$ cat src/logic/wdt_pkg.sv
// Constants for the watchdog timer unit
//
// Behaviour
// - Timer runs in normal timing mode or in watchdog supervision mode.
// - Counter reloads from the reload register on any service write, on watchdog expiry and on overflow in periodic mode.
// - Normal mode: 16-bit timer on the 32.768 kHz tick, divided 1, 16 or 256.
// - Setting control bit 5 enters watchdog mode.
// - Watchdog mode counts down from the reload value to zero.
// - Divide-by-256 with full-scale reload gives a 512 second timeout.
// - At zero the watchdog resets the processor or interrupts, chosen by control bit 1.
// - Once in watchdog mode, reload and control writes are ignored until power-on reset.
// - Only power-on reset stops the watchdog or clears its configuration.
// - Counter freezes while the debug port holds the core.
// - Counter runs in peripheral power-down unless control bit 0 is set.
// - Reload and count are 16-bit unsigned; the count register is read-only.
// - Service write clears the interrupt in normal mode, restarts timeout in watchdog.
// - Prescale bits 3-2: 00 /1, 01 /16, 10 /256, 11 reserved.
// - Control bit 8 selects up-counting, bit 7 enables the timer.
// - Control bit 6 selects periodic mode, clear means free-running.
// - Control bit 1 set gives interrupt on expiry, clear gives processor reset.
package wdt_pkg;
  ////////////////////////////////////////////////////////////////////////////////
  // Register byte addresses
  localparam logic [31:0] LOAD_ADDR = 32'hFFFF_0360;
  localparam logic [31:0] VALUE_ADDR = 32'hFFFF_0364;
  localparam logic [31:0] CTRL_ADDR = 32'hFFFF_0368;
  localparam logic [31:0] SVC_ADDR = 32'hFFFF_036C;
  ////////////////////////////////////////////////////////////////////////////////
  // Reset values and implemented control bits
  localparam logic [15:0] LOAD_RST = 16'h0040;
  localparam logic [15:0] VALUE_RST = 16'h0040;
  localparam logic [15:0] CTRL_RST = 16'h0000;
  localparam logic [15:0] CTRL_MASK = 16'h01EF;
  localparam logic [15:0] COUNT_MAX = 16'hFFFF;
  ////////////////////////////////////////////////////////////////////////////////
  // Control field positions
  localparam int CTRL_UP = 8;
  localparam int CTRL_EN = 7;
  localparam int CTRL_PERIODIC = 6;
  localparam int CTRL_WDOG = 5;
  localparam int CTRL_PRE_HI = 3;
  localparam int CTRL_PRE_LO = 2;
  localparam int CTRL_IRQ_SEL = 1;
  localparam int CTRL_PD_HALT = 0;
  ////////////////////////////////////////////////////////////////////////////////
  // Prescale codes and terminal counts
  localparam logic [1:0] PRE_DIV1 = 2'h0;
  localparam logic [1:0] PRE_DIV16 = 2'h1;
  localparam logic [1:0] PRE_DIV256 = 2'h2;
  localparam logic [7:0] PRE_LIM1 = 8'h00;
  localparam logic [7:0] PRE_LIM16 = 8'h0F;
  localparam logic [7:0] PRE_LIM256 = 8'hFF;
  ////////////////////////////////////////////////////////////////////////////////
  // Timing
  localparam int LP_OSC_HZ = 32768;
  localparam int MCLK_HZ = 100000000;
  localparam int MAX_TIMEOUT_S = 512;
  localparam int MIN_TIMEOUT_MS = 30;
  localparam int SVC_WIDTH = 8;
endpackage : wdt_pkg

$ cat src/logic/wdt_watchdog_timer_unit.sv
// Watchdog / general timer with register port and low-power tick input
//
// The plain strobed port was decided locally.
module wdt_watchdog_timer_unit (
  input wire logic mclk,
  input wire logic rst,
  input wire logic [31:0] addr,
  input wire logic [31:0] wrData,
  input wire logic wrEn,
  input wire logic rdEn,
  output logic [31:0] rdData,
  input wire logic lpOscClk,
  input wire logic debugHalt,
  input wire logic periphPowerDown,
  output logic wdResetReq,
  output logic timerIrq,
  output logic wdModeActive
);

  typedef struct packed {
    logic [2:0] lpSync;
    logic lpLevel;
    logic [7:0] pre;
    logic [15:0] load;
    logic [15:0] count;
    logic [15:0] ctrl;
    logic irq;
    logic rstReq;
    logic [31:0] rdData;
  } wdt_state_t;

  wdt_state_t s_q;
  wdt_state_t s_d;
  logic lpRise;
  logic tick;
  logic running;
  logic frozen;
  logic svcWr;
  logic wdMode;
  logic expire;
  logic wrap;

  ////////////////////////////////////////////////////////////////////////////////
  // Prescale terminal count
  function automatic logic [7:0] preLimit(input logic [1:0] code);
    unique case (code)
      wdt_pkg::PRE_DIV16: preLimit = wdt_pkg::PRE_LIM16;
      wdt_pkg::PRE_DIV256: preLimit = wdt_pkg::PRE_LIM256;
      default: preLimit = wdt_pkg::PRE_LIM1;
    endcase
  endfunction : preLimit

  ////////////////////////////////////////////////////////////////////////////////
  // Register address match, full 32-bit compare
  function automatic logic regHit(input logic [31:0] a, input logic [31:0] target);
    regHit = (a == target);
  endfunction : regHit

  ////////////////////////////////////////////////////////////////////////////////
  // Next state
  always_comb begin
    s_d = s_q;
    lpRise = 1'b0;
    expire = 1'b0;
    wrap = 1'b0;
    // Tick synchroniser, edge taken once second and third stages agree
    s_d.lpSync = {s_q.lpSync[1:0], lpOscClk};
    if (s_q.lpSync[2] == s_q.lpSync[1] && s_q.lpSync[1] != s_q.lpLevel) begin
      s_d.lpLevel = s_q.lpSync[1];
      lpRise = s_q.lpSync[1];
    end
    wdMode = s_q.ctrl[wdt_pkg::CTRL_WDOG];
    running = s_q.ctrl[wdt_pkg::CTRL_EN] | wdMode;
    frozen = debugHalt | (s_q.ctrl[wdt_pkg::CTRL_PD_HALT] & periphPowerDown);
    tick = running && !frozen && lpRise
        && (s_q.pre == preLimit(s_q.ctrl[wdt_pkg::CTRL_PRE_HI:wdt_pkg::CTRL_PRE_LO]));
    svcWr = wrEn && regHit(addr, wdt_pkg::SVC_ADDR);
    // Prescaler advances on each rising oscillator edge while running and not frozen
    if (running && !frozen && lpRise) begin
      s_d.pre = tick ? 8'h00 : 8'(s_q.pre + 8'h01);
    end
    // Counter
    if (svcWr) begin
      s_d.count = s_q.load;
      s_d.pre = 8'h00;
    end else if (tick) begin
      if (wdMode) begin
        if (s_q.count <= 16'h0001) begin
          expire = 1'b1;
          s_d.count = s_q.load;
        end else begin
          s_d.count = 16'(s_q.count - 16'h0001);
        end
      end else if (s_q.ctrl[wdt_pkg::CTRL_UP]) begin
        if (s_q.count == wdt_pkg::COUNT_MAX) begin
          wrap = 1'b1;
          s_d.count = s_q.ctrl[wdt_pkg::CTRL_PERIODIC] ? s_q.load : 16'h0000;
        end else begin
          s_d.count = 16'(s_q.count + 16'h0001);
        end
      end else begin
        if (s_q.count == 16'h0000) begin
          wrap = 1'b1;
          s_d.count = s_q.ctrl[wdt_pkg::CTRL_PERIODIC] ? s_q.load : wdt_pkg::COUNT_MAX;
        end else begin
          s_d.count = 16'(s_q.count - 16'h0001);
        end
      end
    end
    // Interrupt flag, a service clear wins since a service write suppresses the tick event of that cycle
    if (svcWr) begin
      s_d.irq = 1'b0;
    end
    if (wrap || (expire && s_q.ctrl[wdt_pkg::CTRL_IRQ_SEL])) begin
      s_d.irq = 1'b1;
    end
    s_d.rstReq = expire && !s_q.ctrl[wdt_pkg::CTRL_IRQ_SEL];
    // Register writes, locked once watchdog mode is on
    if (wrEn && !wdMode && regHit(addr, wdt_pkg::LOAD_ADDR)) begin
      s_d.load = wrData[15:0];
    end
    if (wrEn && !wdMode && regHit(addr, wdt_pkg::CTRL_ADDR)) begin
      s_d.ctrl = wrData[15:0] & wdt_pkg::CTRL_MASK;
    end
    // Read data stands only in the cycle after the read strobe
    s_d.rdData = 32'h0000_0000;
    if (rdEn) begin
      unique case (addr)
        wdt_pkg::LOAD_ADDR: s_d.rdData = {16'h0000, s_q.load};
        wdt_pkg::VALUE_ADDR: s_d.rdData = {16'h0000, s_q.count};
        wdt_pkg::CTRL_ADDR: s_d.rdData = {16'h0000, s_q.ctrl};
        default: s_d.rdData = 32'h0000_0000;
      endcase
    end
  end

  ////////////////////////////////////////////////////////////////////////////////
  // State register, cleared only by power-on reset
  always_ff @(posedge mclk) begin
    if (rst) begin
      s_q <= '{
        lpSync: 3'h0,
        lpLevel: 1'b0,
        pre: 8'h00,
        load: wdt_pkg::LOAD_RST,
        count: wdt_pkg::VALUE_RST,
        ctrl: wdt_pkg::CTRL_RST,
        irq: 1'b0,
        rstReq: 1'b0,
        rdData: 32'h0000_0000
      };
    end else begin
      s_q <= s_d;
    end
  end

  assign rdData = s_q.rdData;
  assign wdResetReq = s_q.rstReq;
  assign timerIrq = s_q.irq;
  assign wdModeActive = s_q.ctrl[wdt_pkg::CTRL_WDOG];
endmodule : wdt_watchdog_timer_unit

$ cat config.mk
export PLATFORM = sky130hd
export DESIGN_NAME = wdt_watchdog_timer_unit
export DESIGN_NICKNAME = d
export VERILOG_FILES = /design/src/logic/wdt_pkg.sv /design/src/logic/wdt_watchdog_timer_unit.sv
export SDC_FILE = /design/constraint.sdc
export NUM_CORES = 1
export LEC_CHECK = 0
export BUFFER_PORTS_ARGS = -buffer_cell sky130_fd_sc_hd__clkbuf_2
export CAP_MARGIN = 5
export CORE_UTILIZATION = 35
export CTS_CLUSTER_SIZE = 16
export DETAILED_ROUTE_END_ITERATION = 10
export GPL_ROUTABILITY_DRIVEN = 1
export SYNTH_ARGS = -nofsm -noshare
export SYNTH_HDL_FRONTEND = slang
export SYNTH_SLANG_ARGS = --single-unit
export TNS_END_PERCENT = 1
$ cat constraint.sdc
create_clock -name mclk -period 3.7 [get_ports mclk]
set_input_delay 0.185 -clock mclk [delete_from_list [all_inputs] [get_ports mclk]]
set_output_delay 0.185 -clock mclk [all_outputs]
set_load 0.01 [all_outputs]
==> results of run 1 <==
stage by stage:
step / area, um2 / hold WS, ns / power, mW / worst slack (ns)
3_5_place_dp: 4890 / 0.402 / 0.838 / 0.607
3_3_place_gp: 4890 / 0.409 / 0.837 / 0.634
4_1_cts: 5200 / 0.0343 / 1.74 / 0.597
5_1_grt: 5200 / 0.0625 / 1.77 / 0.403
6_report: 5200 / 0.0427 / 1.73 / 0.560
2_1_floorplan: 4630 / 0.313 / 0.810 / 0.768
power breakdown:
group          internal [mW]  switching [mW]  leakage (nW)
logic                 0.0271          0.0396          1.23
clock network          0.530           0.373         0.147
registers              0.755        0.000606         0.564
total                   1.31           0.414          1.94
registers in the layout, summed over array words and instances, names as in the netlist:
signal,cells
wdModeActive,1
s_q,49
timerIrq,1
rdData,16
wdResetReq,1
s_d,2
layout by cell type, fill, tap and decap left out, types with 13 or more instances in the layout:
cell type / count
dfxtp_1: 70
nand3_1: 20
conb_1: 16
o21ai_0: 23
nor3_1: 14
a21oi_1: 49
buf_4: 13
clkbuf_2: 73
nand4_1: 22
nor2_1: 64
inv_1: 16
a22oi_1: 16
nand2_1: 61
final cells by class:
class,instances,area [um2]
Fill cell,1358,7470
Tap cell,172,215
Antenna cell,1,2.50
Multi-Input combinational cell,457,2760
Timing Repair Buffer,86,463
Sequential cell,70,1400
Inverter,16,60.1
Clock buffer,9,225
Clock inverter,7,77.6
cell families after synthesis:
kind of cell             Yosys count  synth area share
flip-flops                        70             0.307
AO/OA/AOI/OAI                    165             0.244
adder cells (fa/ha/maj)            6            0.0164
multiplexers                      11            0.0246
XOR/XNOR                          23            0.0441
AND/OR/NAND/NOR                  236             0.260
buffers and inverters             88             0.104
other                              1          0.000820
per-layer routing:
metal / global-route usage / vias up / share of wire
met5: 0 / - / 0
met4: 0.115 / 0 / 0.033
met3: 0.0540 / 43 / 0.087
met2: 0.365 / 218 / 0.44
met1: 0.321 / 2214 / 0.44
li1: - / 2242 / -
worst paths after layout:
check | from | endpoint | slack (ns) | cells after the start
setup / recovery | s_q[50]$_SDFFE_PP0P_ | s_q[65]$_SDFFE_PP0P_ | 0.56 | 8
hold / removal | lpOscClk | s_d[92]$_SDFF_PP0_ | 0.04 | 2
setup reg to reg | s_q[50]$_SDFFE_PP0P_ | s_q[65]$_SDFFE_PP0P_ | 0.56 | 8
hold reg to reg | s_d[92]$_SDFF_PP0_ | s_d[93]$_SDFF_PP0_ | 0.45 | 1
==> out/qor.yml, run 1 <==
run_status:
  status: "complete, no violations"
floorplanning:
  rows: 41
  initial_utilization: 0.361
  die_width_um: 116
  die_area_um2: 13500
  core_um2: 12700
  io-pin-count: 106
  die_y_um: 116
power_and_ir_drop:
  p_leak_nw: 1.94
  ir_worst_vdd_uv: 213
  power_density_nw_per_um2: 332
final_layout:
  final_util: 0.410
  fin_cells: 818
  syn2layout_area_growth_pct: 13.8
  nNetsFinal: 717
  layout-drive-gt1-share: 0.183
place:
  place.gp.congestion: 0.941
  dp_cells: 801
  dp_hpwl_um: 11100
  portBuffers: 73
yosys:
  yosys-top-cells-area: "dfxtp_1, a21oi_1, buf_4"
  synth_top_area_frac: 0.307
  synth_top_area_cell: "dfxtp_1"
  synth_warnings: 0
  syn_area_um2: 4570
  synth_cell_types: 64
  synth_edf_count: 0
  yosys-top-cells-count: "dfxtp_1, nor2_1, nand2_1, a21oi_1"
  synthesis.instances: 600
  synth_seq_cells: 70
  ys.flop_type: "dfxtp_1"
  synth-async-reset-ratio: 0
  ys_seq_area_frac: 0.307
  synth.most_common_cell: "dfxtp_1"
  synth.avg_cell_area_um2: 7.62
global_route:
  grt-ovfl-total: 0
  grt_pass1_vias: 4362
  grt_max_degree: 41
  antenna_found_initial: 1
  grt.total_usage: 0.240
  grt_first_pass_wirelength_um: 24300
route:
  drc: 0
  wl_per_cell_um: 18.8
  ant_nets: 0
  via_per_inst: 5.77
  vias: 4717
  drt_iter0_drc: 460
  routed_wl_um: 15400
  drtPass1Iterations: 5
cts:
  h-tree-depth: 3
  cts_sinks: 70
  cts_root_buf: "clkbuf_16"
  postCtsSetupRepairBufs: 0
  cts_tree: "yes"
  clk-insertion-delay-late_ns: 0.35
  clk_pin_slew_ns: 0.06
  ctsHoldBuffers: 0
  numCtsBuffers: 9
  cts_resized: 0
  clock_path_buffers: 2
sta:
  max_freq_mhz: 318
  relSlewSlack: 0.426
  fin_skew_ns: 0.00477
  post-route-min-period_ns: 3.14
  final.setup.tns_ns: 0
  rsz0062_at_grt: "false"
  hold_viol_final: 0
  tightest_slew_ns: 0.858
  setup_violations: 0
  post-route-period-util: 0.849
  final_max_slew_viol_count: 0
setup_path:
  cp.buffers_inverters: 1
  start_kind: "flip-flop"
  end_kind: "flip-flop"
  max_stage_delay_ns: 0.63
  cp_max_fo: 9
  crit_arrival_ns: 3.38
  crit_chain: "inv_1 -> ha_1 -> or4b_2 -> or4_1 -> or4_4 -> a21oi_2 -> a2111oi_1 -> a211o_1"
  critPathTopFamily: "simple AND/OR/NAND/NOR gates"
  cpMaxStageDelayCell: "or4b_2"
  crit_type: "reg -> reg"
  cp.required_ns: 3.94
worst_hold_path:
  hold_class: "in -> reg"
flow_run:
  drv_cap: 0
Note: power is estimated with default switching activity, not from simulation.
==> run 2, diff against run 1 <==
clock period = 3 ns   (was 3.7 ns; I/O delays follow)
==> out/qor.yml, run 2 (synthesized netlist as in run 1, its figures left out) <==
global_route:
  antenna_found_initial: 0
  grt_max_degree: 41
  grt.total_usage: 0.245
  grt_first_pass_wirelength_um: 24700
  grt-ovfl-total: 0
  grt_pass1_vias: 4464
place:
  place.gp.congestion: 0.956
  dp_cells: 825
  portBuffers: 73
  dp_hpwl_um: 11600
floorplanning:
  core_um2: 12700
  die_y_um: 116
  io-pin-count: 106
  die_width_um: 116
  rows: 41
  initial_utilization: 0.361
  die_area_um2: 13500
setup_path:
  cp.required_ns: 3.25
  r2r_slack_ns: 0.19
  r2r_start: "s_q[51]$_SDFFE_PP0P_"
  cp_max_fo: 8
  end_kind: "flip-flop"
  start_kind: "flip-flop"
  rr_endpoint: "s_q[65]$_SDFFE_PP0P_"
  crit_arrival_ns: 3.05
  rr_worst_depth: 8
  crit_type: "reg -> reg"
run_status:
  status: "complete, no violations"
route:
  via_per_inst: 5.76
  drc: 0
  wl_per_cell_um: 18.6
  drtPass1Iterations: 5
  drt_iter0_drc: 374
  ant_nets: 0
  vias: 4844
  routed_wl_um: 15600
cts:
  cts_tree: "yes"
  cts_sinks: 70
  postCtsSetupRepairBufs: 0
  cts_resized: 0
  cts_root_buf: "clkbuf_16"
  clk-insertion-delay-late_ns: 0.36
  h-tree-depth: 3
  numCtsBuffers: 9
  clk_pin_slew_ns: 0.07
  ctsHoldBuffers: 0
  clock_path_buffers: 2
sta:
  final.setup.tns_ns: 0
  setup_violations: 0
  final_max_slew_viol_count: 0
  hold_viol_final: 0
  rsz0062_at_grt: "false"
  fin_skew_ns: 0.00898
  post-route-period-util: 0.936
  post-route-min-period_ns: 2.81
  tightest_slew_ns: 0.654
  max_freq_mhz: 356
  holdWs_ns: 0.00728
  relSlewSlack: 0.564
power_and_ir_drop:
  p_comb_frac: 0.039
  total_power_mw: 2.13
  swShare: 0.240
  p_leak_nw: 2.06
  pwr-share-seq: 0.437
  p_sw_uw: 513
  power_density_nw_per_um2: 397
  ir_worst_vdd_uv: 307
  p_clk_frac: 0.525
  p_int_mw: 1.62
final_layout:
  nFillCells: 1337
  layout_commonest_cell: "clkbuf_2"
  largest_register: "s_q"
  syn2layout_area_growth_pct: 17.7
  largest_register_ffs: 49
  regArea_um2: 1400
  final_cell_mix: "clkbuf_2, dfxtp_1, nor2_1, nand2_1, a21oi_1"
  antenna_cells: 0
  multiInputGateArea_um2: 2760
  nNetsFinal: 741
  final_util: 0.425
  fin_cells: 841
  layout-drive-gt1-share: 0.212
worst_hold_path:
  holdPathStages: 2
  min-delay-start: "lpOscClk"
  hold_class: "in -> reg"
  hold_end: "s_d[92]$_SDFF_PP0_"
flow_run:
  drv_cap: 0
## run 2: cell types whose count changed in the layout (fill, tap and decap cells not counted), sizes merged
cell   change
buf       +24
diode      -1
## run 2: through the flow
stage	setup slack, ns	area (um2)
floorplan	0.0677	4630
global placement	0.280	5070
detailed placement	0.240	5070
CTS	0.219	5380
global route	0.0787	5380
finish	0.192	5380
## run 2: how the worst max path moves through the flow
stage	startpoint	endpoint	slack [ns]	cells after the start
after floorplan	s_q[50]$_SDFFE_PP0P_	s_q[65]$_SDFFE_PP0P_	0.07	9
after global placement	s_q[51]$_SDFFE_PP0P_	s_q[65]$_SDFFE_PP0P_	0.28	8
after detailed placement	s_q[51]$_SDFFE_PP0P_	s_q[65]$_SDFFE_PP0P_	0.24	8
after CTS	s_q[51]$_SDFFE_PP0P_	s_q[65]$_SDFFE_PP0P_	0.22	8
after global routing	s_q[51]$_SDFFE_PP0P_	s_q[65]$_SDFFE_PP0P_	0.08	8
final	s_q[51]$_SDFFE_PP0P_	s_q[65]$_SDFFE_PP0P_	0.19	8
## run 2: cell type report
class,instances,area share
inverter,16,0.0112
tap,172,0.0400
clock buffer,9,0.0419
sequential,70,0.260
clock inverter,7,0.0149
multi-input combinational,457,0.512
timing repair buffer,110,0.120
## run 2: power groups by stage
| stage | logic, mW | clock network (mW) | registers (mW) |
|---|---|---|---|
| floorplan | 0.0474 | 0 | 0.952 |
| global placement | 0.0804 | 0 | 0.952 |
| detailed placement | 0.0818 | 0 | 0.952 |
| CTS | 0.0822 | 1.14 | 0.932 |
| global route | 0.0908 | 1.18 | 0.931 |
| finish | 0.0826 | 1.12 | 0.932 |
## run 2: worst max-delay path: stages (launching register included)
cell and delay (ns):
dfxtp_1 0.39, inv_1 0.11, ha_1 0.17, or4b_2 0.60, or4_1 0.49, or4_4 0.44, a21oi_2 0.14, a2111oi_1 0.06
a211o_1 0.29
## run 2: layer usage
layer,share of wire,track usage,vias up
met1,0.43,0.327,2275
met5,0,0,-
met3,0.086,0.0467,41
li1,-,-,2279
met4,0.034,0.115,0
met2,0.45,0.380,249
==> run 3, diff against run 2 <==
CORE_MARGIN = 10   (was unset)
clock period = 2.75 ns   (was 3 ns; I/O delays follow)
==> out/qor.yml, run 3 (synthesized netlist as in run 1, its figures left out) <==
run_status:
  status: "complete, no violations"
worst_hold_path:
  holdPathStages: 2
  hold_class: "in -> reg"
global_route:
  grt_pass1_vias: 4837
  grt_max_degree: 41
  grt.total_usage: 0.181
  antenna_found_initial: 0
  grt-ovfl-total: 0
  grt_first_pass_wirelength_um: 26000
route:
  routed_wl_um: 16500
  drt_iter0_drc: 426
  via_per_inst: 5.74
  wl_per_cell_um: 19.6
  drtPass1Iterations: 6
  vias: 4854
  drc: 0
  ant_nets: 0
setup_path:
  rr_worst_depth: 8
  cp_max_fo: 4
  cp.required_ns: 2.99
  crit_arrival_ns: 2.85
  start_kind: "flip-flop"
  end_kind: "flip-flop"
  crit_type: "reg -> reg"
final_layout:
  largest_register: "s_q"
  fin_cells: 845
  final_cell_mix: "clkbuf_2, dfxtp_1, nor2_1, nand2_1, a21oi_1"
  final_util: 0.425
  syn2layout_area_growth_pct: 18.3
  nFillCells: 1339
  nNetsFinal: 745
  layout_commonest_cell: "clkbuf_2"
  stdcell_area_um2: 5410
  antenna_cells: 0
  layout-drive-gt1-share: 0.218
  largest_register_ffs: 49
floorplanning:
  die_area_um2: 18000
  initial_utilization: 0.359
  io-pin-count: 106
  die_width_um: 134
  die_y_um: 134
  rows: 41
  core_um2: 12700
sta:
  rsz0062_at_grt: "false"
  final.setup.tns_ns: 0
  tightest_slew_ns: 0.903
  hold_viol_final: 0
  final_max_slew_viol_count: 0
  relSlewSlack: 0.395
  post-route-min-period_ns: 2.61
  setup_violations: 0
  post-route-period-util: 0.950
  holdWs_ns: 0.00822
  max_freq_mhz: 383
  fin_skew_ns: 0.00731
cts:
  cts_resized: 0
  clk-insertion-delay-late_ns: 0.35
  postCtsSetupRepairBufs: 0
  cts_tree: "yes"
  clk_pin_slew_ns: 0.06
  numCtsBuffers: 9
  cts_sinks: 70
  cts_root_buf: "clkbuf_16"
  clock_path_buffers: 2
  ctsHoldBuffers: 0
  h-tree-depth: 3
place:
  place.gp.congestion: 0.954
  portBuffers: 73
  dp_hpwl_um: 12500
  dp_cells: 829
  postPlaceCellArea_um2: 5120
power_and_ir_drop:
  power_density_nw_per_um2: 417
  ir_worst_vdd_uv: 372
  p_leak_nw: 2.07
flow_run:
  drv_cap: 0
## run 3: final cells by class
type | instances | area, um2 | share of cell area
repair buffers | 114 | 686 | 0.127
well taps | 172 | 215 | 0.0398
clock buffers | 12 | 236 | 0.0437
multi-input cells | 457 | 2760 | 0.510
clock inverters | 4 | 47.5 | 0.00879
flip-flops and latches | 70 | 1400 | 0.259
inverters | 16 | 60.1 | 0.0111
## run 3: routing by layer
metal	routed length [um]	up-vias	GRT usage
met1	6770	2261	0.221
met2	7590	265	0.285
met5	0	-	0
met4	626	0	0.102
met3	1550	45	0.0437
li1	-	2283	-
## run 3: critical path: stages, from the launching register on
cell	delay [ns]
dfxtp_2	0.32
inv_2	0.05
ha_1	0.16
or4b_2	0.61
or4_4	0.45
or4_4	0.43
a21oi_2	0.15
a2111oi_1	0.06
a211o_1	0.28
## run 3: per-stage QoR
step / setup slack [ns] / power, mW
floorplan: 0.0175 / 1.09
global placement: 0.180 / 1.13
detailed placement: 0.157 / 1.13
CTS: 0.141 / 2.28
global route: 0.0626 / 2.32
finish: 0.138 / 2.25
## run 3: where the power goes
group	total (mW)	internal, mW	switching (mW)
Combinational	0.0904	0.0364	0.0539
Clock	1.15	0.699	0.446
Sequential	1.02	1.02	0.000773
## run 3: worst paths after layout
kind / slack [ns] / startpoint / end
setup / recovery: 0.14 / s_q[50]$_SDFFE_PP0P_ / s_q[65]$_SDFFE_PP0P_
hold / removal: 0.008 / lpOscClk / s_d[92]$_SDFF_PP0_
setup reg to reg: 0.14 / s_q[50]$_SDFFE_PP0P_ / s_q[65]$_SDFFE_PP0P_
hold reg to reg: 0.45 / s_d[92]$_SDFF_PP0_ / s_d[93]$_SDFF_PP0_
